==> src/verilog/lpm_map.svh <==
// register map, field positions, reset values and timing counts of the low-power mode controller
`ifndef LPM_MAP_SVH
`define LPM_MAP_SVH
// apb address width and register byte offsets
`define LPM_APB_AW 12
`define LPM_OFS_CTRL 12'h000
`define LPM_OFS_OPMODE 12'h004
`define LPM_OFS_WAKEEDGE 12'h008
`define LPM_OFS_WAKEEN 12'h00C
`define LPM_OFS_STATUS 12'h010
// control word fields
`define LPM_CTRL_LPSEL_LSB 0
`define LPM_CTRL_LPSEL_MSB 3
`define LPM_CTRL_DEEP_BIT 8
`define LPM_CTRL_MOSTOP_BIT 16
// low power mode select codes that lead into deep standby
`define LPM_LPSEL_DEEP0 4'h8
`define LPM_LPSEL_DEEP1 4'h9
`define LPM_LPSEL_DEEP2 4'hA
// operating power mode word fields
`define LPM_OPM_FIELD_LSB 0
`define LPM_OPM_FIELD_MSB 1
`define LPM_OPM_FLAG_BIT 4
`define LPM_OPM_HIGH 2'h0
`define LPM_OPM_LOW 2'h3
// status word fields
`define LPM_STAT_STBY_BIT 0
`define LPM_STAT_PLL_BIT 1
`define LPM_STAT_LOWAPP_BIT 2
`define LPM_STAT_WAKESRC_LSB 16
// reset values
`define LPM_LPSEL_RESET 4'h0
`define LPM_DEEP_RESET 1'h0
`define LPM_MOSTOP_RESET 1'h0
`define LPM_WAKE_RESET 16'h0000
// wake pins and mode settling time
`define LPM_WAKE_PINS 16
`define LPM_CLK_PERIOD_NS 5
`define LPM_MODE_SETTLE_NS 100
`define LPM_MODE_SETTLE_CYC ((`LPM_MODE_SETTLE_NS + `LPM_CLK_PERIOD_NS - 1) / `LPM_CLK_PERIOD_NS)
`endif

==> src/verilog/lpm_pkg.sv <==
// types shared by the low-power mode controller files
`include "lpm_map.svh"
package lpm_pkg;
  // standby sequence states, gray coded along run, standby, exit
  typedef enum logic [1:0] {
    LPM_RUN = 2'b00,
    LPM_STBY = 2'b01,
    LPM_EXIT = 2'b11
  } lpm_state_t;
  // operating power control modes
  typedef enum logic [1:0] {
    LPM_OPM_HS = `LPM_OPM_HIGH,
    LPM_OPM_LS = `LPM_OPM_LOW
  } lpm_opmode_t;
  // apb request from the master
  typedef struct packed {
    logic psel;
    logic penable;
    logic pwrite;
    logic [`LPM_APB_AW-1:0] paddr;
    logic [31:0] pwdata;
  } lpm_apb_req_t;
  // apb answer to the master
  typedef struct packed {
    logic pready;
    logic pslverr;
    logic [31:0] prdata;
  } lpm_apb_rsp_t;
endpackage

==> src/verilog/lpm_controller.sv <==
// low-power mode controller: deep standby entry and wake, operating power mode switching
//
// The APB slave port and the register addresses are this design's own decisions.
`timescale 1ns/100ps
`include "lpm_map.svh"
module lpm_controller #(
  parameter int WAKE_PINS = `LPM_WAKE_PINS,
  parameter int SETTLE_CYC = `LPM_MODE_SETTLE_CYC
) (
  input wire logic mclk,
  input wire logic rst_n,
  input wire logic clkEn,
  input wire lpm_pkg::lpm_apb_req_t apbReq,
  output lpm_pkg::lpm_apb_rsp_t apbRsp,
  input wire logic wfiExec,
  input wire logic [WAKE_PINS-1:0] deepStandbyWakePin,
  output logic deepStandby,
  output logic pllAvailable,
  output logic lowSpeedApplied,
  output logic midOscRun
);
  import lpm_pkg::*;

  // software-visible control state
  logic [3:0] lpSel;
  logic deepEn;
  logic moStop;
  logic [WAKE_PINS-1:0] wakeEdge;
  logic [WAKE_PINS-1:0] wakeEn;
  lpm_opmode_t targetMode;
  lpm_opmode_t appliedMode;
  logic [3:0] next_lpSel;
  logic next_deepEn;
  logic next_moStop;
  logic [WAKE_PINS-1:0] next_wakeEdge;
  logic [WAKE_PINS-1:0] next_wakeEn;
  lpm_opmode_t next_targetMode;
  lpm_opmode_t next_appliedMode;

  // standby sequence state
  lpm_state_t state;
  lpm_state_t next_state;
  logic [WAKE_PINS-1:0] wakeSrc;
  logic [WAKE_PINS-1:0] next_wakeSrc;

  // bus answer state
  logic [31:0] rdData;
  logic rdErr;
  logic rspReady;
  logic [31:0] next_rdData;
  logic next_rdErr;
  logic next_rspReady;

  // decoded bus and helper signals
  logic setupPh;
  logic wrStrobe;
  logic [31:0] rdMux;
  logic rdMiss;
  logic [31:0] ctrlWord;
  logic [31:0] opmWord;
  logic [31:0] statWord;
  logic [1:0] wrMode;
  logic modeLegal;
  logic modeWrAcc;
  logic modeBusy;
  logic modeLast;
  logic deepCond;
  logic [WAKE_PINS-1:0] wakeHit;

  // apb phase decode; the answer waits one cycle so read data comes from flops
  assign setupPh = apbReq.psel && !apbReq.penable;
  assign apbRsp.pready = apbReq.psel && apbReq.penable && rspReady && clkEn;
  assign apbRsp.pslverr = rdErr && apbRsp.pready;
  assign apbRsp.prdata = rdData;
  assign wrStrobe = apbRsp.pready && apbReq.pwrite && !rdErr;

  // mode field writes: only the two legal codes, only while no transition runs
  assign wrMode = apbReq.pwdata[`LPM_OPM_FIELD_MSB:`LPM_OPM_FIELD_LSB];
  assign modeLegal = (wrMode == `LPM_OPM_HIGH) || (wrMode == `LPM_OPM_LOW);
  assign modeWrAcc = wrStrobe && (apbReq.paddr == `LPM_OFS_OPMODE) && modeLegal && !modeBusy;

  // deep standby request condition on the sleep instruction
  assign deepCond = deepEn && ((lpSel == `LPM_LPSEL_DEEP0) || (lpSel == `LPM_LPSEL_DEEP1)
                    || (lpSel == `LPM_LPSEL_DEEP2));

  // outputs seen by the clock and power fabric
  assign deepStandby = (state == LPM_STBY);
  assign lowSpeedApplied = (appliedMode == LPM_OPM_LS);
  assign pllAvailable = (appliedMode == LPM_OPM_HS) && (targetMode == LPM_OPM_HS) && !modeBusy;
  assign midOscRun = !moStop;

  // readable register words
  always_comb begin
    ctrlWord = 32'h0000_0000;
    ctrlWord[`LPM_CTRL_LPSEL_MSB:`LPM_CTRL_LPSEL_LSB] = lpSel;
    ctrlWord[`LPM_CTRL_DEEP_BIT] = deepEn;
    ctrlWord[`LPM_CTRL_MOSTOP_BIT] = moStop;
    opmWord = 32'h0000_0000;
    opmWord[`LPM_OPM_FIELD_MSB:`LPM_OPM_FIELD_LSB] = targetMode;
    opmWord[`LPM_OPM_FLAG_BIT] = modeBusy;
    statWord = 32'h0000_0000;
    statWord[`LPM_STAT_STBY_BIT] = deepStandby;
    statWord[`LPM_STAT_PLL_BIT] = pllAvailable;
    statWord[`LPM_STAT_LOWAPP_BIT] = lowSpeedApplied;
    statWord[`LPM_STAT_WAKESRC_LSB +: WAKE_PINS] = wakeSrc;
  end

  // read multiplexer, unmapped offsets answer with an error
  always_comb begin
    rdMux = 32'h0000_0000;
    rdMiss = 1'b0;
    case (apbReq.paddr)
      `LPM_OFS_CTRL: begin
        rdMux = ctrlWord;
      end
      `LPM_OFS_OPMODE: begin
        rdMux = opmWord;
      end
      `LPM_OFS_WAKEEDGE: begin
        rdMux = 32'(wakeEdge);
      end
      `LPM_OFS_WAKEEN: begin
        rdMux = 32'(wakeEn);
      end
      `LPM_OFS_STATUS: begin
        rdMux = statWord;
      end
      default: begin
        rdMiss = 1'b1;
      end
    endcase
  end

  // bus answer: capture in the setup cycle, release after the access completes
  always_comb begin
    next_rdData = rdData;
    next_rdErr = rdErr;
    next_rspReady = rspReady;
    if (setupPh) begin
      next_rdData = apbReq.pwrite ? 32'h0000_0000 : rdMux;
      next_rdErr = rdMiss;
      next_rspReady = 1'b1;
    end else if (apbRsp.pready) begin
      next_rspReady = 1'b0;
    end
  end

  // bus answer registers
  always_ff @(posedge mclk) begin
    if (!rst_n) begin
      rdData <= 32'h0000_0000;
      rdErr <= 1'b0;
      rspReady <= 1'b0;
    end else if (clkEn) begin
      rdData <= next_rdData;
      rdErr <= next_rdErr;
      rspReady <= next_rspReady;
    end
  end

  // control register writes and mode hand-over at the end of a transition
  always_comb begin
    next_lpSel = lpSel;
    next_deepEn = deepEn;
    next_moStop = moStop;
    next_wakeEdge = wakeEdge;
    next_wakeEn = wakeEn;
    next_targetMode = targetMode;
    next_appliedMode = appliedMode;
    if (wrStrobe && apbReq.paddr == `LPM_OFS_CTRL) begin
      next_lpSel = apbReq.pwdata[`LPM_CTRL_LPSEL_MSB:`LPM_CTRL_LPSEL_LSB];
      next_deepEn = apbReq.pwdata[`LPM_CTRL_DEEP_BIT];
      next_moStop = apbReq.pwdata[`LPM_CTRL_MOSTOP_BIT];
    end
    if (wrStrobe && apbReq.paddr == `LPM_OFS_WAKEEDGE) begin
      next_wakeEdge = apbReq.pwdata[WAKE_PINS-1:0];
    end
    if (wrStrobe && apbReq.paddr == `LPM_OFS_WAKEEN) begin
      next_wakeEn = apbReq.pwdata[WAKE_PINS-1:0];
    end
    if (modeWrAcc) begin
      next_targetMode = lpm_opmode_t'(wrMode);
    end
    if (modeLast) begin
      next_appliedMode = targetMode;
    end
  end

  // control registers
  always_ff @(posedge mclk) begin
    if (!rst_n) begin
      lpSel <= `LPM_LPSEL_RESET;
      deepEn <= `LPM_DEEP_RESET;
      moStop <= `LPM_MOSTOP_RESET;
      wakeEdge <= WAKE_PINS'(`LPM_WAKE_RESET);
      wakeEn <= WAKE_PINS'(`LPM_WAKE_RESET);
      targetMode <= LPM_OPM_HS;
      appliedMode <= LPM_OPM_HS;
    end else if (clkEn) begin
      lpSel <= next_lpSel;
      deepEn <= next_deepEn;
      moStop <= next_moStop;
      wakeEdge <= next_wakeEdge;
      wakeEn <= next_wakeEn;
      targetMode <= next_targetMode;
      appliedMode <= next_appliedMode;
    end
  end

  // transition timer behind the power mode flag
  lpm_mode_timer #(
    .CYC(SETTLE_CYC)
  ) u_timer (
    .mclk(mclk),
    .rst_n(rst_n),
    .clkEn(clkEn),
    .start(modeWrAcc),
    .busy(modeBusy),
    .lastCycle(modeLast)
  );

  // wake edge detectors, armed only in deep standby
  lpm_wake_detect #(
    .PINS(WAKE_PINS)
  ) u_wake (
    .mclk(mclk),
    .rst_n(rst_n),
    .clkEn(clkEn),
    .arm(state == LPM_STBY),
    .pins(deepStandbyWakePin),
    .edgeRise(wakeEdge),
    .enable(wakeEn),
    .hit(wakeHit)
  );

  // standby sequence: enter on the sleep instruction, leave on a wake hit
  always_comb begin
    next_state = state;
    next_wakeSrc = wakeSrc;
    unique case (state)
      LPM_RUN: begin
        if (wfiExec && deepCond) begin
          next_state = LPM_STBY;
          next_wakeSrc = '0;
        end
      end
      LPM_STBY: begin
        if (|wakeHit) begin
          next_state = LPM_EXIT;
          next_wakeSrc = wakeHit;
        end
      end
      LPM_EXIT: begin
        next_state = LPM_RUN;
      end
      default: begin
        next_state = LPM_RUN;
      end
    endcase
  end

  // standby sequence registers
  always_ff @(posedge mclk) begin
    if (!rst_n) begin
      state <= LPM_RUN;
      wakeSrc <= '0;
    end else if (clkEn) begin
      state <= next_state;
      wakeSrc <= next_wakeSrc;
    end
  end
endmodule

==> src/verilog/lpm_mode_timer.sv <==
// settling timer behind the power mode transition flag
`timescale 1ns/100ps
module lpm_mode_timer #(
  parameter int CYC = 20
) (
  input wire logic mclk,
  input wire logic rst_n,
  input wire logic clkEn,
  input wire logic start,
  output logic busy,
  output logic lastCycle
);
  import lpm_pkg::*;
  localparam int CW = $clog2(CYC + 1);
  logic [CW-1:0] cnt;
  logic [CW-1:0] next_cnt;
  logic next_busy;
  assign lastCycle = busy && (cnt == CW'(CYC - 1));
  // start only from idle, then count the settling cycles
  always_comb begin
    next_busy = busy;
    next_cnt = cnt;
    if (!busy && start) begin
      next_busy = 1'b1;
      next_cnt = '0;
    end else if (lastCycle) begin
      next_busy = 1'b0;
    end else if (busy) begin
      next_cnt = cnt + CW'(1);
    end
  end
  // timer registers
  always_ff @(posedge mclk) begin
    if (!rst_n) begin
      busy <= 1'b0;
      cnt <= '0;
    end else if (clkEn) begin
      busy <= next_busy;
      cnt <= next_cnt;
    end
  end
endmodule

==> src/verilog/lpm_wake_detect.sv <==
// per-pin edge detector for the deep standby wake pins
`timescale 1ns/100ps
module lpm_wake_detect #(
  parameter int PINS = 16
) (
  input wire logic mclk,
  input wire logic rst_n,
  input wire logic clkEn,
  input wire logic arm,
  input wire logic [PINS-1:0] pins,
  input wire logic [PINS-1:0] edgeRise,
  input wire logic [PINS-1:0] enable,
  output logic [PINS-1:0] hit
);
  import lpm_pkg::*;
  logic [PINS-1:0] prev;
  logic [PINS-1:0] next_hit;
  // one edge detector per pin; set select picks rising, clear picks falling
  for (genvar i = 0; i < PINS; i++) begin : g_pin
    always_comb begin
      if (edgeRise[i]) begin
        next_hit[i] = arm && enable[i] && pins[i] && !prev[i];
      end else begin
        next_hit[i] = arm && enable[i] && !pins[i] && prev[i];
      end
    end
  end
  // history and hit registers, frozen while the clock enable is low
  always_ff @(posedge mclk) begin
    if (!rst_n) begin
      prev <= '0;
      hit <= '0;
    end else if (clkEn) begin
      prev <= pins;
      hit <= next_hit;
    end
  end
endmodule
==> config.mk <==
export PLATFORM = sky130hd
export DESIGN_NAME = lpm_controller
export DESIGN_NICKNAME = d
export VERILOG_FILES = /design/src/verilog/lpm_pkg.sv /design/src/verilog/lpm_controller.sv /design/src/verilog/lpm_mode_timer.sv /design/src/verilog/lpm_wake_detect.sv
export VERILOG_INCLUDE_DIRS = /design/src /design/src/verilog
export SDC_FILE = /design/constraint.sdc
export NUM_CORES = 1
export LEC_CHECK = 0
export BUFFER_PORTS_ARGS = -buffer_cell sky130_fd_sc_hd__buf_2
export CORE_UTILIZATION = 40
export DETAILED_ROUTE_END_ITERATION = 10
export GPL_ROUTABILITY_DRIVEN = 0
export PLACE_DENSITY = 0.63
export SLEW_MARGIN = 20
export SYNTH_ARGS = -nofsm -noshare
export SYNTH_HDL_FRONTEND = slang
export SYNTH_SLANG_ARGS = --single-unit
==> constraint.sdc <==
create_clock -name mclk -period 2.61 [get_ports mclk]
set_input_delay 0.783 -clock mclk [delete_from_list [all_inputs] [get_ports mclk]]
set_output_delay 0.783 -clock mclk [all_outputs]
set_load 0.01 [all_outputs]
Yosys cells after proc, flatten, opt, wreduce, memory -nomap -nowiden:

Cells that the tools add are included.

* $add $sub $neg: 1
* eq/ne operators: 14
* muxes and demuxes: 32
* reduce and logical (&&, ||, !) cells: 160

Operator list (count)
* one-hot mux 32 bit (5 select lines): 1
* logical AND 1 bit: 99
* logical NOT 1 bit: 36
* 2-to-1 mux 16 bit: 2
* 2-to-1 mux 32 bit: 1
* one-hot mux 16 bit (2 select lines): 1
* == test 12 x 4 -> 1 bit, second input constant: 2
* 2-to-1 mux 1 bit: 21
* AND reduction 2 bit: 8
* OR reduction 16 bit: 1
* 2-to-1 mux 5 bit: 3
* == test 12 x 3 -> 1 bit, second input constant: 1
* == test 12 x 5 -> 1 bit, second input constant: 1
* == test 4 bit, second input constant: 3
* logical NOT 12 bit: 1
* logical NOT 2 bit: 4
* nonzero test 2 bit: 4
* AND reduction 3 bit: 2
* adder 5 x 1 -> 5 bit, second input constant: 1
* == test 5 bit, second input constant: 1
* OR reduction 5 bit: 1
* == test 2 bit, second input constant: 2
* 2-to-1 mux 2 bit: 2
* inequality test 2 bit, second input constant: 2
* other kinds (5): 7

* bits in registers: 132
* bits of input ports: 67
* output and inout bits: 38
* word-level logic and storage cells: 223

Longest topological paths before layout:

Gate-level depths: netlist (run 1).

* word-level depth: 11
* depth in mapped cells: 7

Modules after synthesis:

From an unflattened synthesis (run 1), not the netlist that was laid out.

* cell total of the unflattened synthesis: 596
* area total of the unflattened synthesis: 5664.2 µm²

Modules (own cells, without submodules)
* lpm_controller: instances 1, cells each 423, area each 3932.5 µm², sequential area each 1881.8 µm²
* lpm_wake_detect: instances 1, cells each 137, area each 1396.3 µm², sequential area each 640.6 µm²
* lpm_mode_timer: instances 1, cells each 36, area each 335.3 µm², sequential area each 120.1 µm²

Least setup slack after synthesis (run 1):

Ideal clock, no wire load.

* path type: input -> register
* start point: input port apbReq[41] in the netlist's numbering
* end point: register wakeEn[0]
* arrival time: 2250 ps
* data required time: 2540 ps
* slack: 289 ps
* cell stages on the path: 6
* cell sequence: or4_4 -> buf_6 -> nor4b_4 -> buf_6 -> nand3_1 -> a21oi_1

* longest elaborated chain between the ends: 3

Ends and longest elaborated chain
* from (decl): RTL line lpm_controller.sv:13 `input wire lpm_pkg::lpm_apb_req_t apbReq,`
* == test 12 x 4 -> 1 bit
* logical AND 1 bit (no line)
* AND reduction 2 bit (no line)
* to (signal assigned): RTL line lpm_controller.sv:196 `` wakeEn <= WAKE_PINS'(`LPM_WAKE_RESET); ``
* to (signal assigned): RTL line lpm_controller.sv:204 `wakeEn <= next_wakeEn;`
* to (decl): RTL line lpm_controller.sv:29 `logic [WAKE_PINS-1:0] wakeEn;`

No other way between the ends.
A chain may end at the register's enable or synchronous reset.

Worst setup path after layout (run 1):

* start point: register u_timer.busy
* end point: output port pllAvailable

* longest elaborated chain between the ends: 2

Ends and longest elaborated chain
* from (decl): RTL line lpm_mode_timer.sv:10 `output logic busy,`
* from (signal assigned): RTL line lpm_mode_timer.sv:38 `busy <= next_busy;`
* logical NOT 1 bit: RTL line lpm_controller.sv:89 `assign pllAvailable = (appliedMode == LPM_OPM_HS) && (targetMode == LPM_OPM_HS) && !modeBusy;`
* logical AND 1 bit: RTL line lpm_controller.sv:89
* to (decl): RTL line lpm_controller.sv:18 `output logic pllAvailable,`

No other way between the ends.

==> flow_metrics.env, run 1 <==
export IMPL_final_layout_size_suffix_gt1_share_pct=21.4
export IMPL_die_y_um=122
export IMPL_dp_final_hpwl_um=11500
export IMPL_netlist_instances=650
export IMPL_hold_path_class="flop to flop"
export IMPL_ys_seq_area_share_pct=46.1
export IMPL_startpoint="u_timer.busy$_SDFFE_PN0P_"
export IMPL_drt_initial_drc_count=406
export IMPL_start_util_pct=41.1
export IMPL_wire_per_inst_um=17.5
export IMPL_rsz0062_at_grt="no"
export IMPL_fmax_ghz=0.400
export IMPL_critPathCapture="pllAvailable"
export IMPL_r2r_cells=5
export IMPL_clock_sinks=132
export IMPL_fin_total_pwr_mw=4.76
export IMPL_dr_wl_met2_um=8010
export IMPL_via_per_inst=5.81
export IMPL_synthTopCellsByArea="dfxtp_1, mux2i_1, nand2_1"
export IMPL_htree_levels=4
export IMPL_grt_max_degree=36
export IMPL_grt_ovfl_total=0
export IMPL_synth_async_reset_ratio_pct=0
export IMPL_synth_compound_area_share_pct=19.6
export IMPL_syn_area_per_cell_um2=8.82
export IMPL_synthMuxAreaShare_pct=7.10
export IMPL_track_usage_pct=23.2
export IMPL_area_growth_pct=22.5
export IMPL_p_sw_mw=1.02
export IMPL_setup_tns_ps=0
export IMPL_clock_path_buffers=2
export IMPL_r2r_slack_ps=800
export IMPL_synth_top_family_by_area="simple AND/OR/NAND/NOR gates"
export IMPL_synth_xor_area_share_pct=0.153
export IMPL_numCtsBuffers=17
export IMPL_vias=5387
export IMPL_vdd_drop_max_v=0.000391
export IMPL_clock_latency_ps=420
export IMPL_cts_tree="yes"
export IMPL_seq_power_share_pct=42.9
export IMPL_p_per_area_mw_per_mm2=679
export IMPL_fin_hold_ws_ps=452
export IMPL_cts_hold_fix_buffers=0
export IMPL_cts_root_buf="clkbuf_16"
export IMPL_grt_pass1_vias=5199
export IMPL_critPathRequiredTime_ps=1830
export IMPL_port_buffers=89
export IMPL_core_mm2=0.0139
export IMPL_antenna_found_initial=1
export IMPL_finalHoldViolCount=0
export IMPL_worstReg2RegStart="lpSel[3]$_SDFFE_PN0P_"
export IMPL_num_rows=43
export IMPL_synthAdderAreaFrac_pct=0.218
export IMPL_crit_type="flop to output port"
export IMPL_worstMarginPinSlew_ps=568
export IMPL_yosysTopAreaCell="dfxtp_1"
export IMPL_grt_pass1_wl_um=26300
export IMPL_synth_top_cell_area_share_pct=46.1
export IMPL_pin_count=105
export IMPL_cp_start_kind="flop"
export IMPL_die_w_um=122
export IMPL_mappedNetlistArea_mm2=0.00573
export IMPL_yosys_most_used_dff="dfxtp_1"
export IMPL_nets=803
export IMPL_setup_violations_final=0
export IMPL_dieArea_mm2=0.0148
export IMPL_p_sw_share_pct=21.3
export IMPL_p_int_mw=3.75
export IMPL_postLayoutCellArea_mm2=0.00702
export IMPL_status="finished clean"
export IMPL_min_period_ps=2500
export IMPL_p_leak_nw=2.62
export IMPL_r2r_end="wakeSrc[9]$_SDFFE_PN0P_"
export IMPL_placed_area_mm2=0.00640
export IMPL_cts_clk_slew_worst_paths_ps=60
export IMPL_wl_met1_um=7090
export IMPL_yosys_area_share_simple_pct=22.4
export IMPL_period_share_pct=95.8
export IMPL_cp_arrival_ps=1720
export IMPL_synth_edff_count=0
export IMPL_yosysWarnings=0
export IMPL_power_frac_clock_pct=52.4
export IMPL_synth_most_common_cell="dfxtp_1"
export IMPL_slew_viol_final=0
export IMPL_wl_met3_um=898
export IMPL_drcViolationCount=0
export IMPL_skew_ps=8.30
export IMPL_ant_nets=0
export IMPL_holdCritStartpoint="rdData[14]$_SDFFE_PN0P_"
export IMPL_combPwrFrac_pct=4.7
export IMPL_antennaDiodeCount=0
export IMPL_path_max_fanout=16
export IMPL_end_kind="output port"
export IMPL_ys_seq_elements=132
export IMPL_routed_wl_um=16300
export IMPL_slew_headroom_pct=61.6
export IMPL_drt_pass1_iter_count=5
export IMPL_top_layer="met5"
export IMPL_synth_common_cells="dfxtp_1, nand2_1, nor2_1"
export IMPL_max_cap_viol_count=0
export IMPL_synth_cell_types=57
export IMPL_synth_nets=718
## state kept, by name, indices dropped and copies added, names as in the netlist, 4 cells and up
| signal | flops |
|---|---|
| u_wake.prev | 16 |
| wakeEn | 16 |
| rdData | 32 |
| wakeEdge | 16 |
| u_timer.cnt | 5 |
| lpSel | 4 |
| u_wake.hit | 16 |
| wakeSrc | 16 |
## what timing repair did
action / in CTS / in global routing
resized for setup: 0 / 1
setup buffers: 0 / 0
setup endpoints to repair: 0 / 1
## placed cells by master (no fill, tap or decap), types with 3 or more instances in the layout
cell       count
dfxtp_1      131
buf_2         89
nand2_1       83
nor2_1        45
a21oi_1       43
o21ai_0       39
mux2i_1       35
nand4_1       24
buf_4         24
nand2b_1      21
nand3_1       21
o22ai_1       19
a32oi_1       17
clkbuf_16     17
a32o_1        16
a22oi_1       15
nor2b_1       10
inv_1          7
nor4_1         7
or4_1          6
a41oi_1        6
and2_1         5
nand3b_1       5
o21ai_1        4
clkinv_2       4
bufinv_16      4
mux2_2         3
a31oi_1        3
## routing by layer
metal,up-vias,track usage (%)
met5,-,0
met4,2,8.10
met3,21,6.51
met2,169,39.9
met1,2618,27.6
li1,2577,-
## cell families after synthesis
family                     after synthesis
xor gates and xnor gates                 1
and+or+nand+nor                        247
muxes                                   39
buffers and inverters                   58
AOI/OAI and AO/OA                      172
DFF                                    132
adders and majority gates                1
## cell type report
cell class	instances	area, µm²
multi-input combinational	460	2830
inverter	9	33.8
timing repair buffer	115	666
clock buffer	21	460
clock inverter	10	155
fill	1303	6920
sequential	132	2640
tap	180	225
## critical path, cell delays in order, from the launching register on
cell and delay (ps):
dfxtp_2 400, or4_1 520, nor2_1 200, buf_2 170
## power groups by stage
| stage | clock, mW | combinational, mW | sequential (mW) |
|---|---|---|---|
| 3_3_place_gp | 0 | 0.212 | 2.09 |
| 5_1_grt | 2.62 | 0.244 | 2.05 |
| 2_1_floorplan | 0 | 0.124 | 2.08 |
| 3_5_place_dp | 0 | 0.220 | 2.09 |
| 6_report | 2.49 | 0.224 | 2.04 |
| 4_1_cts | 2.53 | 0.221 | 2.04 |
## how the worst min path moves through the flow
stage | endpoint | slack, ps | cells past startpoint
finish | rdData[14]$_SDFFE_PN0P_ | 450 | 2
global route | rdData[13]$_SDFFE_PN0P_ | 460 | 2
CTS | rdData[14]$_SDFFE_PN0P_ | 450 | 2
detailed placement | rdData[14]$_SDFFE_PN0P_ | 440 | 2
global placement | rdData[6]$_SDFFE_PN0P_ | 440 | 2
floorplan | rspReady$_SDFFE_PN0P_ | 430 | 2
## through the flow
stage	utilization [%]	std cells	setup slack, ps
floorplan	-	650	289
global placement	45.9	896	193
finish	50.4	927	110
detailed placement	45.9	896	153
CTS	50.4	927	12.6
global route	50.4	927	40.6
(Power assumes the default switching activity.)
==> run 2, diff against run 1 <==
- CAP_MARGIN: unset -> 0
- CORE_ASPECT_RATIO: unset -> 1.4
- clock period: 2.61 -> 3.2 ns (I/O delays scaled with it)
==> run 2 against run 1 <==
  * Via count rose by 0.58%
  * Core utilization down 0.38 points
  * Clock skew about the same
  * Clock-buffer cell count down 3
  * Global-route usage is essentially flat
  * Sequential share of layout area rose by 0.16 points
  * Register-to-register slack gained 620 ps
  * Die area about the same
  * Highest routed layer is now met4
==> flow_metrics.env, run 2 (same netlist as run 1, synthesis figures left out) <==
export IMPL_combPwrFrac_pct=4.5
export IMPL_drt_initial_drc_count=373
export IMPL_skew_ps=7.81
export IMPL_die_w_um=103
export IMPL_clock_latency_ps=410
export IMPL_p_per_area_mw_per_mm2=563
export IMPL_drt_pass1_iter_count=5
export IMPL_critPathRequiredTime_ps=2240
export IMPL_drcViolationCount=0
export IMPL_p_leak_nw=2.60
export IMPL_slew_viol_final=0
export IMPL_critPathCapture="pllAvailable"
export IMPL_nets=798
export IMPL_vias=5418
export IMPL_p_sw_share_pct=22.3
export IMPL_hold_path_class="flop to flop"
export IMPL_finalHoldViolCount=0
export IMPL_status="finished clean"
export IMPL_fin_total_pwr_mw=3.93
export IMPL_port_buffers=89
export IMPL_grt_pass1_vias=5108
export IMPL_path_max_fanout=16
export IMPL_p_sw_mw=0.877
export IMPL_dieArea_mm2=0.0148
export IMPL_cp_start_kind="flop"
export IMPL_setup_tns_ps=0
export IMPL_cp_arrival_ps=1770
export IMPL_end_kind="output port"
export IMPL_via_per_inst=5.84
export IMPL_cts_root_buf="clkbuf_16"
export IMPL_p_int_mw=3.05
export IMPL_core_mm2=0.0140
export IMPL_min_period_ps=2730
export IMPL_setup_violations_final=0
export IMPL_pin_count=105
export IMPL_power_frac_clock_pct=53.1
export IMPL_post_cts_resized=0
export IMPL_dp_final_hpwl_um=11200
export IMPL_numCtsBuffers=17
export IMPL_r2r_end="wakeSrc[4]$_SDFFE_PN0P_"
export IMPL_seq_power_share_pct=42.4
export IMPL_clock_path_buffers=2
export IMPL_antenna_found_initial=0
export IMPL_final_layout_size_suffix_gt1_share_pct=21.1
export IMPL_worstMarginPinSlew_ps=972
export IMPL_worstReg2RegStart="lpSel[3]$_SDFFE_PN0P_"
export IMPL_startpoint="u_timer.busy$_SDFFE_PN0P_"
export IMPL_post_cts_buffers=0
export IMPL_cp_depth=3
export IMPL_layout_commonest_cell="dfxtp_1"
export IMPL_crit_buf_inv=1
export IMPL_htree_levels=4
export IMPL_crit_type="flop to output port"
export IMPL_fill_cells=1304
export IMPL_final_cell_mix="dfxtp_1, buf_2, nand2_1, nor2_1, a21oi_1"
export IMPL_routed_wl_um=16400
export IMPL_largest_register_ffs=32
export IMPL_cts_hold_fix_buffers=0
export IMPL_track_usage_pct=23.2
export IMPL_grt_pass1_wl_um=26100
export IMPL_rsz0062_at_grt="no"
export IMPL_r2r_slack_ps=1420
export IMPL_r2r_cells=5
export IMPL_multi_input_area_mm2=0.00283
export IMPL_slew_headroom_pct=35.1
export IMPL_seqCellArea_mm2=0.00264
export IMPL_vdd_drop_max_v=0.000413
export IMPL_cts_tree="yes"
export IMPL_grt_max_degree=55
export IMPL_crit_slowest_cell="or4_1"
export IMPL_num_rows=51
export IMPL_area_growth_pct=21.9
export IMPL_fmax_ghz=0.366
export IMPL_wire_per_inst_um=17.6
export IMPL_start_util_pct=41.0
export IMPL_cp_cell_sequence="or4_1, nor2_1, buf_2"
export IMPL_max_cap_viol_count=0
export IMPL_largest_register="rdData"
export IMPL_cpLargestDelayFamily="simple AND/OR/NAND/NOR gates"
export IMPL_antennaDiodeCount=0
export IMPL_critPathMaxStageDelay_ps=550
export IMPL_grt_ovfl_total=0
export IMPL_clock_sinks=132
export IMPL_die_y_um=144
export IMPL_cts_clk_slew_worst_paths_ps=60
export IMPL_ant_nets=0
export IMPL_period_share_pct=85.4
## run 2: final cells by class
cell class | count | share of cell area [%]
Timing Repair Buffer | 110 | 8.63
Tap cell | 185 | 3.31
Sequential cell | 132 | 37.8
Clock inverter | 14 | 2.88
Inverter | 9 | 0.484
Clock buffer | 18 | 6.29
Multi-Input combinational cell | 460 | 40.6
## run 2: through the flow
stage	utilization [%]	area [µm²]	setup WS (ps)	std cells	hold slack [ps]
after floorplan	-	5730	685	650	432
after global placement	45.4	6340	546	896	437
after detailed placement	45.4	6340	532	896	442
after CTS	50.0	6990	471	928	453
after global routing	50.0	6990	379	928	477
final	50.0	6990	466	928	449
## run 2: worst register-to-register path, delay by kind of cell, from the launching register on
family,cells,cell delay [ps]
simple gates,1,500
compound gates,3,580
flops,1,350
buf+inv,1,240
## run 2: power groups by stage
stage	sequential, mW	clock, mW	combinational [mW]
2_1_floorplan	1.70	0	0.101
3_3_place_gp	1.70	0	0.170
3_5_place_dp	1.70	0	0.175
4_1_cts	1.67	2.11	0.176
5_1_grt	1.67	2.19	0.192
6_report	1.67	2.09	0.176
## run 2: layer usage
layer  track usage (%)  vias up  part of all wire (%)
li1                  -     2559                     -
met1              27.5     2580                    40
met2              38.7      232                    50
met3              4.91       47                   6.7
met4              12.7        0                   3.6
met5                 0        -                     0
## run 2: worst min path at each step
stage                       startpoint                 endpoint  slack, ps  depth (start not counted)
3_3_place_gp   rdData[15]$_SDFFE_PN0P_  rdData[15]$_SDFFE_PN0P_        440                          2
3_5_place_dp   rdData[10]$_SDFFE_PN0P_  rdData[10]$_SDFFE_PN0P_        440                          2
5_1_grt         rdData[3]$_SDFFE_PN0P_   rdData[3]$_SDFFE_PN0P_        480                          2
4_1_cts        rdData[15]$_SDFFE_PN0P_  rdData[15]$_SDFFE_PN0P_        450                          2
2_1_floorplan    rspReady$_SDFFE_PN0P_    rspReady$_SDFFE_PN0P_        430                          2
6_report       rdData[15]$_SDFFE_PN0P_  rdData[15]$_SDFFE_PN0P_        450                          2
==> run 3, diff against run 2 <==
- clock period: 3.2 -> 2.65 ns (I/O delays scaled with it)
==> run 3 against run 2 <==
  * Combinational power is 24% higher
  * Worst setup slack got worse by 270 ps
  * Wire length increased by 1.2%
  * Sequential cell count unchanged
  * Highest routed layer unchanged
==> flow_metrics.env, run 3 (same netlist as run 1, synthesis figures left out) <==
export IMPL_status="finished clean"
export IMPL_clock_sinks=132
export IMPL_period_share_pct=92.4
export IMPL_port_buffers=89
export IMPL_startpoint="u_timer.busy$_SDFFE_PN0P_"
export IMPL_cp_arrival_ps=1650
export IMPL_critPathRequiredTime_ps=1860
export IMPL_final_layout_size_suffix_gt1_share_pct=21.7
export IMPL_end_kind="output port"
export IMPL_critPathCapture="pllAvailable"
export IMPL_post_cts_buffers=0
export IMPL_worstMarginPinSlew_ps=548
export IMPL_drt_pass1_iter_count=5
export IMPL_fill_cells=1293
export IMPL_post_cts_resized=0
export IMPL_p_sw_share_pct=23.2
export IMPL_track_usage_pct=23.7
export IMPL_rsz0062_at_grt="no"
export IMPL_drt_initial_drc_count=362
export IMPL_fin_total_pwr_mw=4.55
export IMPL_placed_area_mm2=0.00640
export IMPL_power_frac_clock_pct=51.0
export IMPL_cts_clk_slew_worst_paths_ps=60
export IMPL_clock_path_buffers=2
export IMPL_setup_violations_final=0
export IMPL_r2r_slack_ps=920
export IMPL_grt_pass1_wl_um=26500
export IMPL_fin_cells=932
export IMPL_layout_setup_ws_ps=200
export IMPL_ant_nets=0
export IMPL_p_int_mw=3.49
export IMPL_numCtsBuffers=17
export IMPL_postLayoutCellArea_mm2=0.00699
export IMPL_p_leak_nw=2.59
export IMPL_start_util_pct=41.0
export IMPL_via_per_inst=5.80
export IMPL_antenna_found_initial=0
export IMPL_antennaDiodeCount=0
export IMPL_grt_pass1_vias=5177
export IMPL_placedCellCount=900
export IMPL_wire_per_inst_um=17.8
export IMPL_routed_wl_um=16600
export IMPL_final_core_util_pct=50.0
export IMPL_r2r_cells=5
export IMPL_max_cap_viol_count=0
export IMPL_cp_cell_sequence="or4_1, nor2_1, buf_2"
export IMPL_setup_tns_ps=0
export IMPL_grt_ovfl_total=0
export IMPL_seq_power_share_pct=44.2
export IMPL_hold_path_class="flop to flop"
export IMPL_drcViolationCount=0
export IMPL_die_w_um=103
export IMPL_critPathMaxStageDelay_ps=510
export IMPL_cts_root_buf="clkbuf_16"
export IMPL_largest_register_ffs=32
export IMPL_dieArea_mm2=0.0148
export IMPL_r2r_end="appliedMode[1]$_SDFFE_PN0P_"
export IMPL_core_mm2=0.0140
export IMPL_die_y_um=144
export IMPL_nets=802
export IMPL_num_rows=51
export IMPL_cts_hold_fix_buffers=0
export IMPL_grt_max_degree=51
export IMPL_skew_ps=6.95
export IMPL_p_per_area_mw_per_mm2=651
export IMPL_final_cell_mix="dfxtp_1, buf_2, nand2_1, nor2_1, a21oi_1"
export IMPL_area_growth_pct=22.0
export IMPL_fmax_ghz=0.408
export IMPL_clock_latency_ps=410
export IMPL_dp_slack_ps=157
export IMPL_vdd_drop_max_v=0.000355
export IMPL_slew_viol_final=0
export IMPL_fin_hold_ws_ps=445
export IMPL_vias=5410
export IMPL_path_max_fanout=16
export IMPL_cts_tree="yes"
export IMPL_cp_start_kind="flop"
export IMPL_largest_register="rdData"
export IMPL_slew_headroom_pct=63.5
export IMPL_crit_slowest_cell="or4_1"
export IMPL_crit_type="flop to output port"
export IMPL_combPwrFrac_pct=4.8
export IMPL_dp_final_hpwl_um=11700
export IMPL_pin_count=105
export IMPL_p_sw_mw=1.06
export IMPL_htree_levels=4
export IMPL_layout_commonest_cell="dfxtp_1"
export IMPL_min_period_ps=2450
export IMPL_finalHoldViolCount=0
export IMPL_worstReg2RegStart="u_timer.cnt[0]$_SDFFE_PN0P_"
[run 3: cell count changes in the layout (fill, tap and decap cells not counted)]
cell,delta
clkinvlp_4,+5
clkinv_4,-3
buf_12,+2
buf_4,+2
bufinv_16,-2
dfxtp_1,-1
dfxtp_2,+1
[run 3: worst min-delay path by stage]
stage / startpoint / slack, ps / to / cells past startpoint
2_1_floorplan: rspReady$_SDFFE_PN0P_ / 430 / rspReady$_SDFFE_PN0P_ / 2
3_3_place_gp: rdData[15]$_SDFFE_PN0P_ / 440 / rdData[15]$_SDFFE_PN0P_ / 2
3_5_place_dp: rdData[7]$_SDFFE_PN0P_ / 440 / rdData[7]$_SDFFE_PN0P_ / 2
4_1_cts: rdData[4]$_SDFFE_PN0P_ / 450 / rdData[4]$_SDFFE_PN0P_ / 2
5_1_grt: rdData[4]$_SDFFE_PN0P_ / 460 / rdData[4]$_SDFFE_PN0P_ / 2
6_report: rdData[4]$_SDFFE_PN0P_ / 440 / rdData[4]$_SDFFE_PN0P_ / 2
[run 3: area by class of cell]
cell class | count | area [µm²] | area share [%]
repair buffers | 114 | 658 | 9.41
flip-flops and latches | 132 | 2640 | 37.8
inverters | 9 | 33.8 | 0.483
clock inverters | 14 | 153 | 2.18
clock buffers | 18 | 439 | 6.28
well taps | 185 | 231 | 3.31
multi-input cells | 460 | 2830 | 40.5
[run 3: worst max-delay path: cells and delay by family (launching register included)]
| kind | cells | cell delay [ps] |
|---|---|---|
| DFF | 1 | 400 |
| and+or+nand+nor | 2 | 680 |
| buffers and inverters | 1 | 160 |
[run 3: routing by layer]
| layer | global-route usage [%] | wire length (µm) |
|---|---|---|
| met5 | 0 | 0 |
| met4 | 9.71 | 318 |
| met3 | 4.23 | 899 |
| met2 | 41.3 | 8710 |
| met1 | 28.2 | 6650 |
[run 3: power by group through the flow]
stage	clock network, mW	registers (mW)	logic, mW
floorplan	0	2.05	0.122
global placement	0	2.05	0.210
detailed placement	0	2.06	0.216
CTS	2.35	2.01	0.217
global route	2.45	2.01	0.238
finish	2.32	2.01	0.218
